File: src/inc/card_uart_pkg.sv
// constants and carrier types for the smart card host control slice
package card_uart_pkg;

   // -------------------------------------------------------------
   // special-function addresses
   // -------------------------------------------------------------
   localparam logic [7:0] ADDR_BUF = 8'h0aa;
   localparam logic [7:0] ADDR_SEL = 8'h0ab;
   localparam logic [7:0] ADDR_IER = 8'h0ae;

   // -------------------------------------------------------------
   // reset values and writable masks
   // -------------------------------------------------------------
   localparam logic [7:0] SEL_RESET   = 8'h08;
   localparam logic [7:0] IER_RESET   = 8'h00;
   localparam logic [7:0] IDENT_RESET = 8'h00;
   localparam logic [7:0] BYTE_ZERO   = 8'h00;
   localparam logic [7:0] SEL_WMASK   = 8'h5f;
   localparam logic [7:0] IER_WMASK   = 8'hbf;

   // -------------------------------------------------------------
   // selection register fields
   // -------------------------------------------------------------
   localparam int SEL_BGT_BIT   = 6;
   localparam int SEL_REP_BIT   = 4;
   localparam int SEL_DIV_HI    = 3;
   localparam int SEL_DIV_LO    = 2;
   localparam int SEL_ROUTE_BIT = 1;
   localparam int SEL_SET_BIT   = 0;

   localparam logic [1:0] DIV_1 = 2'h0;
   localparam logic [1:0] DIV_2 = 2'h1;
   localparam logic [1:0] DIV_4 = 2'h2;
   localparam logic [1:0] DIV_8 = 2'h3;

   // -------------------------------------------------------------
   // interrupt bit positions (enable and identification share them)
   // -------------------------------------------------------------
   localparam int IRQ_TBE = 7;
   localparam int IRQ_OVF = 5;
   localparam int IRQ_VLT = 4;
   localparam int IRQ_WTO = 3;
   localparam int IRQ_TXC = 2;
   localparam int IRQ_RXC = 1;
   localparam int IRQ_PAR = 0;

   // transmissions allowed before a parity error is reported
   localparam logic [2:0] SEND_LIMIT_LONG  = 3'h5;
   localparam logic [2:0] SEND_LIMIT_SHORT = 3'h4;
   localparam logic [2:0] SEND_FIRST       = 3'h1;

   localparam logic [8:0] GUARD_ZERO = 9'h000;

   typedef enum logic [2:0] {
      SRC_NONE = 3'b000,
      SRC_TBE  = 3'b001,
      SRC_OVF  = 3'b010,
      SRC_VLT  = 3'b011,
      SRC_WTO  = 3'b100,
      SRC_TXC  = 3'b101,
      SRC_RXC  = 3'b110,
      SRC_PAR  = 3'b111
   } irq_src_e;

   typedef enum logic {
      TX_IDLE = 1'b0,
      TX_WAIT = 1'b1
   } tx_state_e;

   typedef struct packed {
      logic [7:0] addr;
      logic [7:0] wdata;
      logic       wr;
      logic       rd;
   } sfr_req_s;

   typedef struct packed {
      logic       tx_done;
      logic       tx_nack;
      logic       rx_valid;
      logic       rx_parity_err;
      logic [7:0] rx_raw;
   } shifter_ev_s;

endpackage

File: src/design/card_irq_select_buffer.sv
// smart card host control slice: interrupts, selection, byte buffer
`timescale 1ns/1ps
`default_nettype none

// -------------------------------------------------------------
// transmit byte fifo
// -------------------------------------------------------------
module byte_fifo #(
   parameter int WIDTH = 8,
   parameter int DEPTH = 32
) (
   input  wire logic             core_clk,
   input  wire logic             rst,
   input  wire logic             in_valid,
   output logic                  in_ready,
   input  wire logic [WIDTH-1:0] in_data,
   output logic                  out_valid,
   input  wire logic             out_ready,
   output logic      [WIDTH-1:0] out_data
);
   localparam int AW = $clog2(DEPTH);
   localparam logic [AW:0] FULL_COUNT = (AW+1)'(DEPTH);
   localparam logic [AW:0] ONE_COUNT  = (AW+1)'(1);
   localparam logic [AW-1:0] ONE_PTR  = AW'(1);

   logic [WIDTH-1:0] mem [DEPTH];
   logic [AW-1:0]    wr_ptr_r;
   logic [AW-1:0]    rd_ptr_r;
   logic [AW:0]      count_r;
   logic             push;
   logic             pop;

   assign in_ready  = (count_r != FULL_COUNT);
   assign out_valid = (count_r != '0);
   assign out_data  = mem[rd_ptr_r];
   assign push      = in_valid && in_ready;
   assign pop       = out_valid && out_ready;

   always_ff @(posedge core_clk) begin
      if (push) begin
         mem[wr_ptr_r] <= in_data;
      end
   end

   always_ff @(posedge core_clk) begin
      if (rst) begin
         wr_ptr_r <= '0;
         rd_ptr_r <= '0;
         count_r  <= '0;
      end else begin
         if (push) begin
            wr_ptr_r <= wr_ptr_r + ONE_PTR;
         end
         if (pop) begin
            rd_ptr_r <= rd_ptr_r + ONE_PTR;
         end
         if (push && !pop) begin
            count_r <= count_r + ONE_COUNT;
         end else if (pop && !push) begin
            count_r <= count_r - ONE_COUNT;
         end
      end
   end
endmodule

// -------------------------------------------------------------
// top of the slice
// -------------------------------------------------------------
module card_irq_select_buffer #(
   parameter int FIFO_DEPTH = 32
) (
   input  wire logic                       core_clk,
   input  wire logic                       rst,
   input  wire card_uart_pkg::sfr_req_s    sfr_req,
   output logic [7:0]                      sfr_rdata_r,
   input  wire logic                       ev_current_ovf,
   input  wire logic                       ev_voltage_err,
   input  wire logic                       ev_wait_timeout,
   input  wire card_uart_pkg::shifter_ev_s shifter_ev,
   input  wire logic                       inverse_convention,
   input  wire logic                       rx_start_edge,
   input  wire logic                       etu_tick,
   input  wire logic [8:0]                 guard_time_value,
   output logic                            tx_valid_r,
   input  wire logic                       tx_ready,
   output logic [7:0]                      tx_byte_r,
   output logic                            tx_buffer_empty_flag_r,
   output logic                            irq_r,
   output card_uart_pkg::irq_src_e         irq_code_r,
   input  wire logic                       prescaler_source_clock,
   input  wire logic                       alt_port_bit,
   output logic                            alt_card_clock_pin_r
);

   // -------------------------------------------------------------
   // helpers
   // -------------------------------------------------------------
   // inverse convention: reversed order and inverted levels; direct passes through
   function automatic logic [7:0] conv_order(input logic [7:0] b, input logic inv);
      logic [7:0] r;
      r = b;
      if (inv) begin
         for (int i = 0; i < 8; i++) begin
            r[i] = ~b[7-i];
         end
      end
      return r;
   endfunction

   function automatic card_uart_pkg::irq_src_e top_source(input logic [7:0] act);
      card_uart_pkg::irq_src_e s;
      s = card_uart_pkg::SRC_NONE;
      if (act[card_uart_pkg::IRQ_TBE])      s = card_uart_pkg::SRC_TBE;
      else if (act[card_uart_pkg::IRQ_OVF]) s = card_uart_pkg::SRC_OVF;
      else if (act[card_uart_pkg::IRQ_VLT]) s = card_uart_pkg::SRC_VLT;
      else if (act[card_uart_pkg::IRQ_WTO]) s = card_uart_pkg::SRC_WTO;
      else if (act[card_uart_pkg::IRQ_TXC]) s = card_uart_pkg::SRC_TXC;
      else if (act[card_uart_pkg::IRQ_RXC]) s = card_uart_pkg::SRC_RXC;
      else if (act[card_uart_pkg::IRQ_PAR]) s = card_uart_pkg::SRC_PAR;
      return s;
   endfunction

   logic [7:0]  sel_r;
   logic [7:0]  ier_r;
   logic [7:0]  pend_r;
   logic [7:0]  rx_buf_r;
   logic [7:0]  ev_set;
   logic [7:0]  act;
   logic        set_one;
   logic        rd_ident;
   logic        wr_ier;
   logic        wr_buf;
   logic        bgt_en_d_r;
   logic [8:0]  bgt_cnt_r;
   logic        bgt_hold;
   logic        fifo_in_ready;
   logic        fifo_out_valid;
   logic        fifo_pop;
   logic [7:0]  fifo_out_data;
   card_uart_pkg::tx_state_e tx_state_r;
   logic [2:0]  sends_r;
   logic [2:0]  send_limit;
   logic        tx_take;
   logic        tx_last_fail;
   logic        tx_ok;
   logic        src_d_r;
   logic [2:0]  div_cnt_r;
   logic        prescaled;

   // -------------------------------------------------------------
   // register access decode
   // -------------------------------------------------------------
   assign set_one  = sel_r[card_uart_pkg::SEL_SET_BIT];
   assign rd_ident = sfr_req.rd && sfr_req.addr == card_uart_pkg::ADDR_IER && !set_one;
   assign wr_ier   = sfr_req.wr && sfr_req.addr == card_uart_pkg::ADDR_IER && set_one;
   assign wr_buf   = sfr_req.wr && sfr_req.addr == card_uart_pkg::ADDR_BUF;

   always_ff @(posedge core_clk) begin
      if (rst) begin
         sel_r <= card_uart_pkg::SEL_RESET;
      end else if (sfr_req.wr && sfr_req.addr == card_uart_pkg::ADDR_SEL) begin
         sel_r <= sfr_req.wdata & card_uart_pkg::SEL_WMASK;
      end
   end

   always_ff @(posedge core_clk) begin
      if (rst) begin
         ier_r <= card_uart_pkg::IER_RESET;
      end else if (wr_ier) begin
         ier_r <= sfr_req.wdata & card_uart_pkg::IER_WMASK;
      end
   end

   always_ff @(posedge core_clk) begin
      if (rst) begin
         sfr_rdata_r <= card_uart_pkg::BYTE_ZERO;
      end else if (sfr_req.rd) begin
         case (sfr_req.addr)
            card_uart_pkg::ADDR_BUF: sfr_rdata_r <= rx_buf_r;
            card_uart_pkg::ADDR_SEL: sfr_rdata_r <= sel_r;
            card_uart_pkg::ADDR_IER: sfr_rdata_r <= set_one ? ier_r : pend_r;
            default:                 sfr_rdata_r <= card_uart_pkg::BYTE_ZERO;
         endcase
      end
   end

   // -------------------------------------------------------------
   // pending flags and interrupt output
   // -------------------------------------------------------------
   always_comb begin
      ev_set = card_uart_pkg::BYTE_ZERO;
      ev_set[card_uart_pkg::IRQ_TBE] = tx_take && tx_state_r == card_uart_pkg::TX_IDLE
                                       && sends_r == '0;
      ev_set[card_uart_pkg::IRQ_OVF] = ev_current_ovf;
      ev_set[card_uart_pkg::IRQ_VLT] = ev_voltage_err;
      ev_set[card_uart_pkg::IRQ_WTO] = ev_wait_timeout;
      ev_set[card_uart_pkg::IRQ_TXC] = tx_ok;
      ev_set[card_uart_pkg::IRQ_RXC] = shifter_ev.rx_valid;
      ev_set[card_uart_pkg::IRQ_PAR] = tx_last_fail
                                       || (shifter_ev.rx_valid && shifter_ev.rx_parity_err);
   end

   // an event landing on the read cycle survives: set is applied after clear
   always_ff @(posedge core_clk) begin
      if (rst) begin
         pend_r <= card_uart_pkg::IDENT_RESET;
      end else begin
         pend_r <= (rd_ident ? card_uart_pkg::BYTE_ZERO : pend_r) | ev_set;
      end
   end

   assign act = pend_r & ier_r;

   always_ff @(posedge core_clk) begin
      if (rst) begin
         irq_r      <= 1'b0;
         irq_code_r <= card_uart_pkg::SRC_NONE;
      end else begin
         irq_r      <= |act;
         irq_code_r <= top_source(act);
      end
   end

   // -------------------------------------------------------------
   // receive byte
   // -------------------------------------------------------------
   always_ff @(posedge core_clk) begin
      if (rst) begin
         rx_buf_r <= card_uart_pkg::BYTE_ZERO;
      end else if (shifter_ev.rx_valid) begin
         rx_buf_r <= conv_order(shifter_ev.rx_raw, inverse_convention);
      end
   end

   // -------------------------------------------------------------
   // block guard time
   // -------------------------------------------------------------
   always_ff @(posedge core_clk) begin
      if (rst) begin
         bgt_en_d_r <= 1'b0;
         bgt_cnt_r  <= card_uart_pkg::GUARD_ZERO;
      end else begin
         bgt_en_d_r <= sel_r[card_uart_pkg::SEL_BGT_BIT];
         if ((sel_r[card_uart_pkg::SEL_BGT_BIT] && !bgt_en_d_r) || rx_start_edge) begin
            bgt_cnt_r <= guard_time_value;
         end else if (etu_tick && bgt_cnt_r != card_uart_pkg::GUARD_ZERO) begin
            bgt_cnt_r <= bgt_cnt_r - 9'h001;
         end
      end
   end

   // counter only matters while enabled, so clearing the bit frees the line at once
   assign bgt_hold = sel_r[card_uart_pkg::SEL_BGT_BIT]
                     && bgt_cnt_r != card_uart_pkg::GUARD_ZERO;

   // -------------------------------------------------------------
   // transmit path with character repetition
   // -------------------------------------------------------------
   // a full fifo silently drops the write; software watches the empty flag
   byte_fifo #(
      .WIDTH (8),
      .DEPTH (FIFO_DEPTH)
   ) u_tx_fifo (
      .core_clk  (core_clk),
      .rst       (rst),
      .in_valid  (wr_buf),
      .in_ready  (fifo_in_ready),
      .in_data   (conv_order(sfr_req.wdata, inverse_convention)),
      .out_valid (fifo_out_valid),
      .out_ready (fifo_pop),
      .out_data  (fifo_out_data)
   );

   assign send_limit   = sel_r[card_uart_pkg::SEL_REP_BIT] ? card_uart_pkg::SEND_LIMIT_SHORT
                                                           : card_uart_pkg::SEND_LIMIT_LONG;
   assign tx_take      = tx_valid_r && tx_ready;
   assign tx_last_fail = tx_state_r == card_uart_pkg::TX_WAIT && shifter_ev.tx_nack
                         && sends_r == send_limit;
   assign tx_ok        = tx_state_r == card_uart_pkg::TX_WAIT && shifter_ev.tx_done
                         && !shifter_ev.tx_nack;
   assign fifo_pop     = tx_state_r == card_uart_pkg::TX_IDLE && !tx_valid_r
                         && fifo_out_valid && !bgt_hold;

   always_ff @(posedge core_clk) begin
      if (rst) begin
         tx_state_r <= card_uart_pkg::TX_IDLE;
         tx_valid_r <= 1'b0;
         tx_byte_r  <= card_uart_pkg::BYTE_ZERO;
         sends_r    <= '0;
      end else begin
         case (tx_state_r)
            card_uart_pkg::TX_IDLE: begin
               if (fifo_pop) begin
                  tx_valid_r <= 1'b1;
                  tx_byte_r  <= fifo_out_data;
                  sends_r    <= '0;
               end else if (tx_take) begin
                  tx_valid_r <= 1'b0;
                  tx_state_r <= card_uart_pkg::TX_WAIT;
                  sends_r    <= card_uart_pkg::SEND_FIRST;
               end
            end
            card_uart_pkg::TX_WAIT: begin
               if (tx_take) begin
                  tx_valid_r <= 1'b0;
                  sends_r    <= sends_r + 3'h1;
               end else if (shifter_ev.tx_nack) begin
                  if (sends_r == send_limit) begin
                     tx_state_r <= card_uart_pkg::TX_IDLE;
                     sends_r    <= '0;
                  end else if (!bgt_hold) begin
                     tx_valid_r <= 1'b1;
                  end
               end else if (shifter_ev.tx_done) begin
                  tx_state_r <= card_uart_pkg::TX_IDLE;
                  sends_r    <= '0;
               end
            end
            default: tx_state_r <= card_uart_pkg::TX_IDLE;
         endcase
      end
   end

   always_ff @(posedge core_clk) begin
      if (rst) begin
         tx_buffer_empty_flag_r <= 1'b1;
      end else begin
         tx_buffer_empty_flag_r <= fifo_in_ready;
      end
   end

   // -------------------------------------------------------------
   // alternate card clock
   // -------------------------------------------------------------
   always_ff @(posedge core_clk) begin
      if (rst) begin
         src_d_r   <= 1'b0;
         div_cnt_r <= '0;
      end else begin
         src_d_r <= prescaler_source_clock;
         if (prescaler_source_clock && !src_d_r) begin
            div_cnt_r <= div_cnt_r + 3'h1;
         end
      end
   end

   always_comb begin
      case (sel_r[card_uart_pkg::SEL_DIV_HI:card_uart_pkg::SEL_DIV_LO])
         card_uart_pkg::DIV_1: prescaled = src_d_r;
         card_uart_pkg::DIV_2: prescaled = div_cnt_r[0];
         card_uart_pkg::DIV_4: prescaled = div_cnt_r[1];
         card_uart_pkg::DIV_8: prescaled = div_cnt_r[2];
         default:              prescaled = src_d_r;
      endcase
   end

   always_ff @(posedge core_clk) begin
      if (rst) begin
         alt_card_clock_pin_r <= 1'b0;
      end else begin
         alt_card_clock_pin_r <= sel_r[card_uart_pkg::SEL_ROUTE_BIT] ? prescaled
                                                                    : alt_port_bit;
      end
   end
endmodule

`default_nettype wire

File: config.mk
export PLATFORM = sky130hd
export DESIGN_NAME = card_irq_select_buffer
export DESIGN_NICKNAME = d
export VERILOG_FILES = /design/src/inc/card_uart_pkg.sv /design/src/design/card_irq_select_buffer.sv
export SDC_FILE = /design/constraint.sdc
export NUM_CORES = 1
export LEC_CHECK = 0
export BUFFER_PORTS_ARGS = -buffer_cell sky130_fd_sc_hd__buf_2
export CORE_AREA = 2 2 168 170
export DETAILED_ROUTE_END_ITERATION = 16
export DIE_AREA = 0 0 170 172
export GPL_TIMING_DRIVEN = 0
export PLACE_DENSITY = 0.69
export SETUP_SLACK_MARGIN = 0.4
export SLEW_MARGIN = 20
export SYNTH_ARGS = -nofsm -noshare
export SYNTH_HDL_FRONTEND = slang
export SYNTH_SLANG_ARGS = --single-unit
File: constraint.sdc
create_clock -name core_clk -period 7.14 [get_ports core_clk]
set_input_delay 0.357 -clock core_clk [delete_from_list [all_inputs] [get_ports core_clk]]
set_output_delay 0.357 -clock core_clk [all_outputs]
set_load 0.05 [all_outputs]
==> reports/results.ini <==
[grt]
antenna_found_initial=0
gr-usage-all-layers_pct=23.1
grt-ovfl-total=0
grt_pass1_vias=8388
grt_max_degree=33
grt_pass1_wl_um=49800

[worst_hold_path]
hold_class=in2reg
worstHoldStart=ev_wait_timeout

[power]
power_w=0.00532
sw_frac_of_total_pct=27.8
p_comb_share_pct=20.5
power_density_nw_per_um2=324
p_sw_w=0.00148
max-vdd-ir-drop_v=0.000216
power.internal_w=0.00384
seqPwrFrac_pct=42.5
clock_power_share_pct=37.0
p_leak_nw=5.61

[clocking]
cts_tree=done
clock_sinks=341
clock_path_buffers=3
hold_buffers=0
post_cts_buffers=0
cts_resized=0
cts_max_level=2
worst_setup_hold_path_clk_slew_ns=0.06
cts_root_buf=clkbuf_16
clkLatencyLatePin_ns=0.52
cts_buffers=36

[sta]
fin_ws_ns=3.62
drv_slew=0
final.period_utilization_pct=49.4
rsz0062_at_grt=false
fin_skew_ns=0.0226
slew-limit-headroom_pct=34.2
fmaxAchievable_mhz=284
setup_viol=0
hold_violations=0
timing.setup.tns_ns=0
layout_min_cycle_time_ns=3.52
worst_pin_slew_ns=0.987

[critical_path]
critical_path.startpoint_type=flop
required_ns=7.57
critPathCaptureType=flop
cp.arrival_ns=3.96
cp_max_fo=7
reg2reg_from=bgt_cnt_r[0]$_SDFFE_PP0P_
crit_type=reg2reg
startpoint=bgt_cnt_r[0]$_SDFFE_PP0P_

[yosys]
syn_inst=963
yosysTopAreaCell=edfxtp_1
synthTopCellsByArea=edfxtp_1, dfxtp_1, mux4_2, mux2i_1, nor2_1
synth_edf_count=256
yosysTopAreaCellShare_pct=54.4
avgSynthCellArea_um2=14.7
synth_fp_nets=1030
ys_seq_area_share_pct=66.5
synthDistinctLibCells=64
async_reset_ff_share_pct=0
yosys_warnings=0
synthesis.area_um2=14100
synth_seq_cells=341
synth_top_flop_cell=edfxtp_1

[detailed_routing]
wirelength_um=33100
drt_iter0_markers=675
drt-vias-per-instance=5.95
detail_route.first_pass.iterations=7
drc=0
avgRoutedWirePerCell_um=22.8
ant_nets=0
vias=8639

[layout]
mostFrequentLayoutCell=edfxtp_1
fillCellCount=2116
fin_cells=1452
layout_common_cells=edfxtp_1, nor2_1, buf_2
n_antenna_cell=0
drive_above_1_share_pct=20.8
fin_nets=1145
final_util_pct=59.7
area_delta_synth_final_pct=16.2

[floorplan]
row_count=61
initial_core_util_pct=51.4
core_um2=27500
die_w_um=170
die-area_um2=29200
pin_count=73
fp.dieH_um=172

[place]
place_inst=1386
gp_congestion=0.858
portBuffers=70
dp_slack_ns=3.53
dp_hpwl_um=22700

[run_status]
status=completed

[job]
drv_cap=0

[cells in the mapped netlist (all sizes together), types with 4 or more instances]
master / n
ha: 16
nand3: 12
o22ai: 7
a22oi: 9
a32oi: 4
a211oi: 24
nand3b: 5
dfxtp: 85
nand2: 42
xnor2: 8
a21oi: 46
a32o: 8
xor2: 12
nand2b: 7
edfxtp: 256
and3: 6
buf: 27
nor4: 4
a21o: 4
clkbuf: 27
mux4: 50
nor3: 7
o221ai: 8
inv: 24
nor2: 117
mux2i: 71
nor2b: 17
o21ai: 17
[layer usage]
metal / vias to the layer above / routed length (um) / track usage [%]
met4: 0 / 950 / 7.73
met2: 362 / 15900 / 38.4
met5: - / 0 / 0
met1: 4309 / 14000 / 31.2
li1: 3906 / - / -
met3: 62 / 2290 / 4.07
[power groups by stage]
stage                     clock [W]  sequential [W]  combinational, W
after floorplan                   0         0.00237          0.000701
after global placement            0         0.00230           0.00105
after detailed placement          0         0.00230           0.00109
after CTS                   0.00199         0.00226           0.00109
after global routing        0.00207         0.00227           0.00118
final                       0.00197         0.00226           0.00109
[area by class of cell]
cell class,instances,area [um2],share of cell area [%]
clock buffer,40,958,5.84
timing repair buffer,77,493,3.00
sequential,341,9390,57.2
tap,346,433,2.64
multi-input combinational,544,4480,27.3
clock inverter,26,314,1.91
inverter,24,90.1,0.549
buffer,54,263,1.60
[registers in the layout, indices dropped and copies added (netlist names), 3 cells and up]
| register | flops |
|---|---|
| u_tx_fifo.mem | 256 |
| bgt_cnt_r | 9 |
| rx_buf_r | 8 |
| sfr_rdata_r | 8 |
| tx_byte_r | 8 |
| ier_r | 7 |
| pend_r | 7 |
| sel_r | 6 |
| u_tx_fifo.count_r | 6 |
| u_tx_fifo.rd_ptr_r | 5 |
| u_tx_fifo.wr_ptr_r | 5 |
| div_cnt_r | 3 |
| irq_code_r | 3 |
| sends_r | 3 |
[metrics by stage]
| step | instance area [um2] | hold WS [ns] |
|---|---|---|
| final | 16400 | 0.0451 |
| after global routing | 16400 | 0.0705 |
| after CTS | 16400 | 0.0316 |
| after detailed placement | 15100 | 0.464 |
| after global placement | 14900 | 0.466 |
| after floorplan | 14100 | 0.458 |
[critical path, stage by stage, from the launching register on]
cell	delay, ns
dfxtp_1	0.33
inv_1	0.08
ha_1	0.15
or4b_1	0.49
o21a_4	0.27
nor2_4	0.17
inv_2	0.10
ha_1	0.30
inv_1	0.23
ha_1	0.29
nor2b_1	0.13
o21a_1	0.17
o21ai_0	0.12
or3b_2	0.44
a21oi_1	0.15
[kinds of logic after synthesis]
family                   Yosys count  synth area share [%]
adder cells (fa/ha/maj)           17                  1.56
AO/OA/AOI/OAI                    147                  7.00
XOR/XNOR                          20                  1.24
multiplexers                     121                  13.0
AND/OR/NAND/NOR                  239                  8.21
flip-flops                       341                  66.5
buffers and inverters             78                  2.50
[final timing paths]
| kind | end | slack, ns | cells past startpoint |
|---|---|---|---|
| max | u_tx_fifo.count_r[4]$_SDFFE_PP0P_ | 3.62 | 14 |
| min | pend_r[3]$_SDFF_PP0_ | 0.05 | 3 |
| max reg2reg | u_tx_fifo.count_r[4]$_SDFFE_PP0P_ | 3.62 | 14 |
| min reg2reg | sfr_rdata_r[7]$_SDFFE_PP0P_ | 0.47 | 2 |
Power figures use the tool's default switching activity.
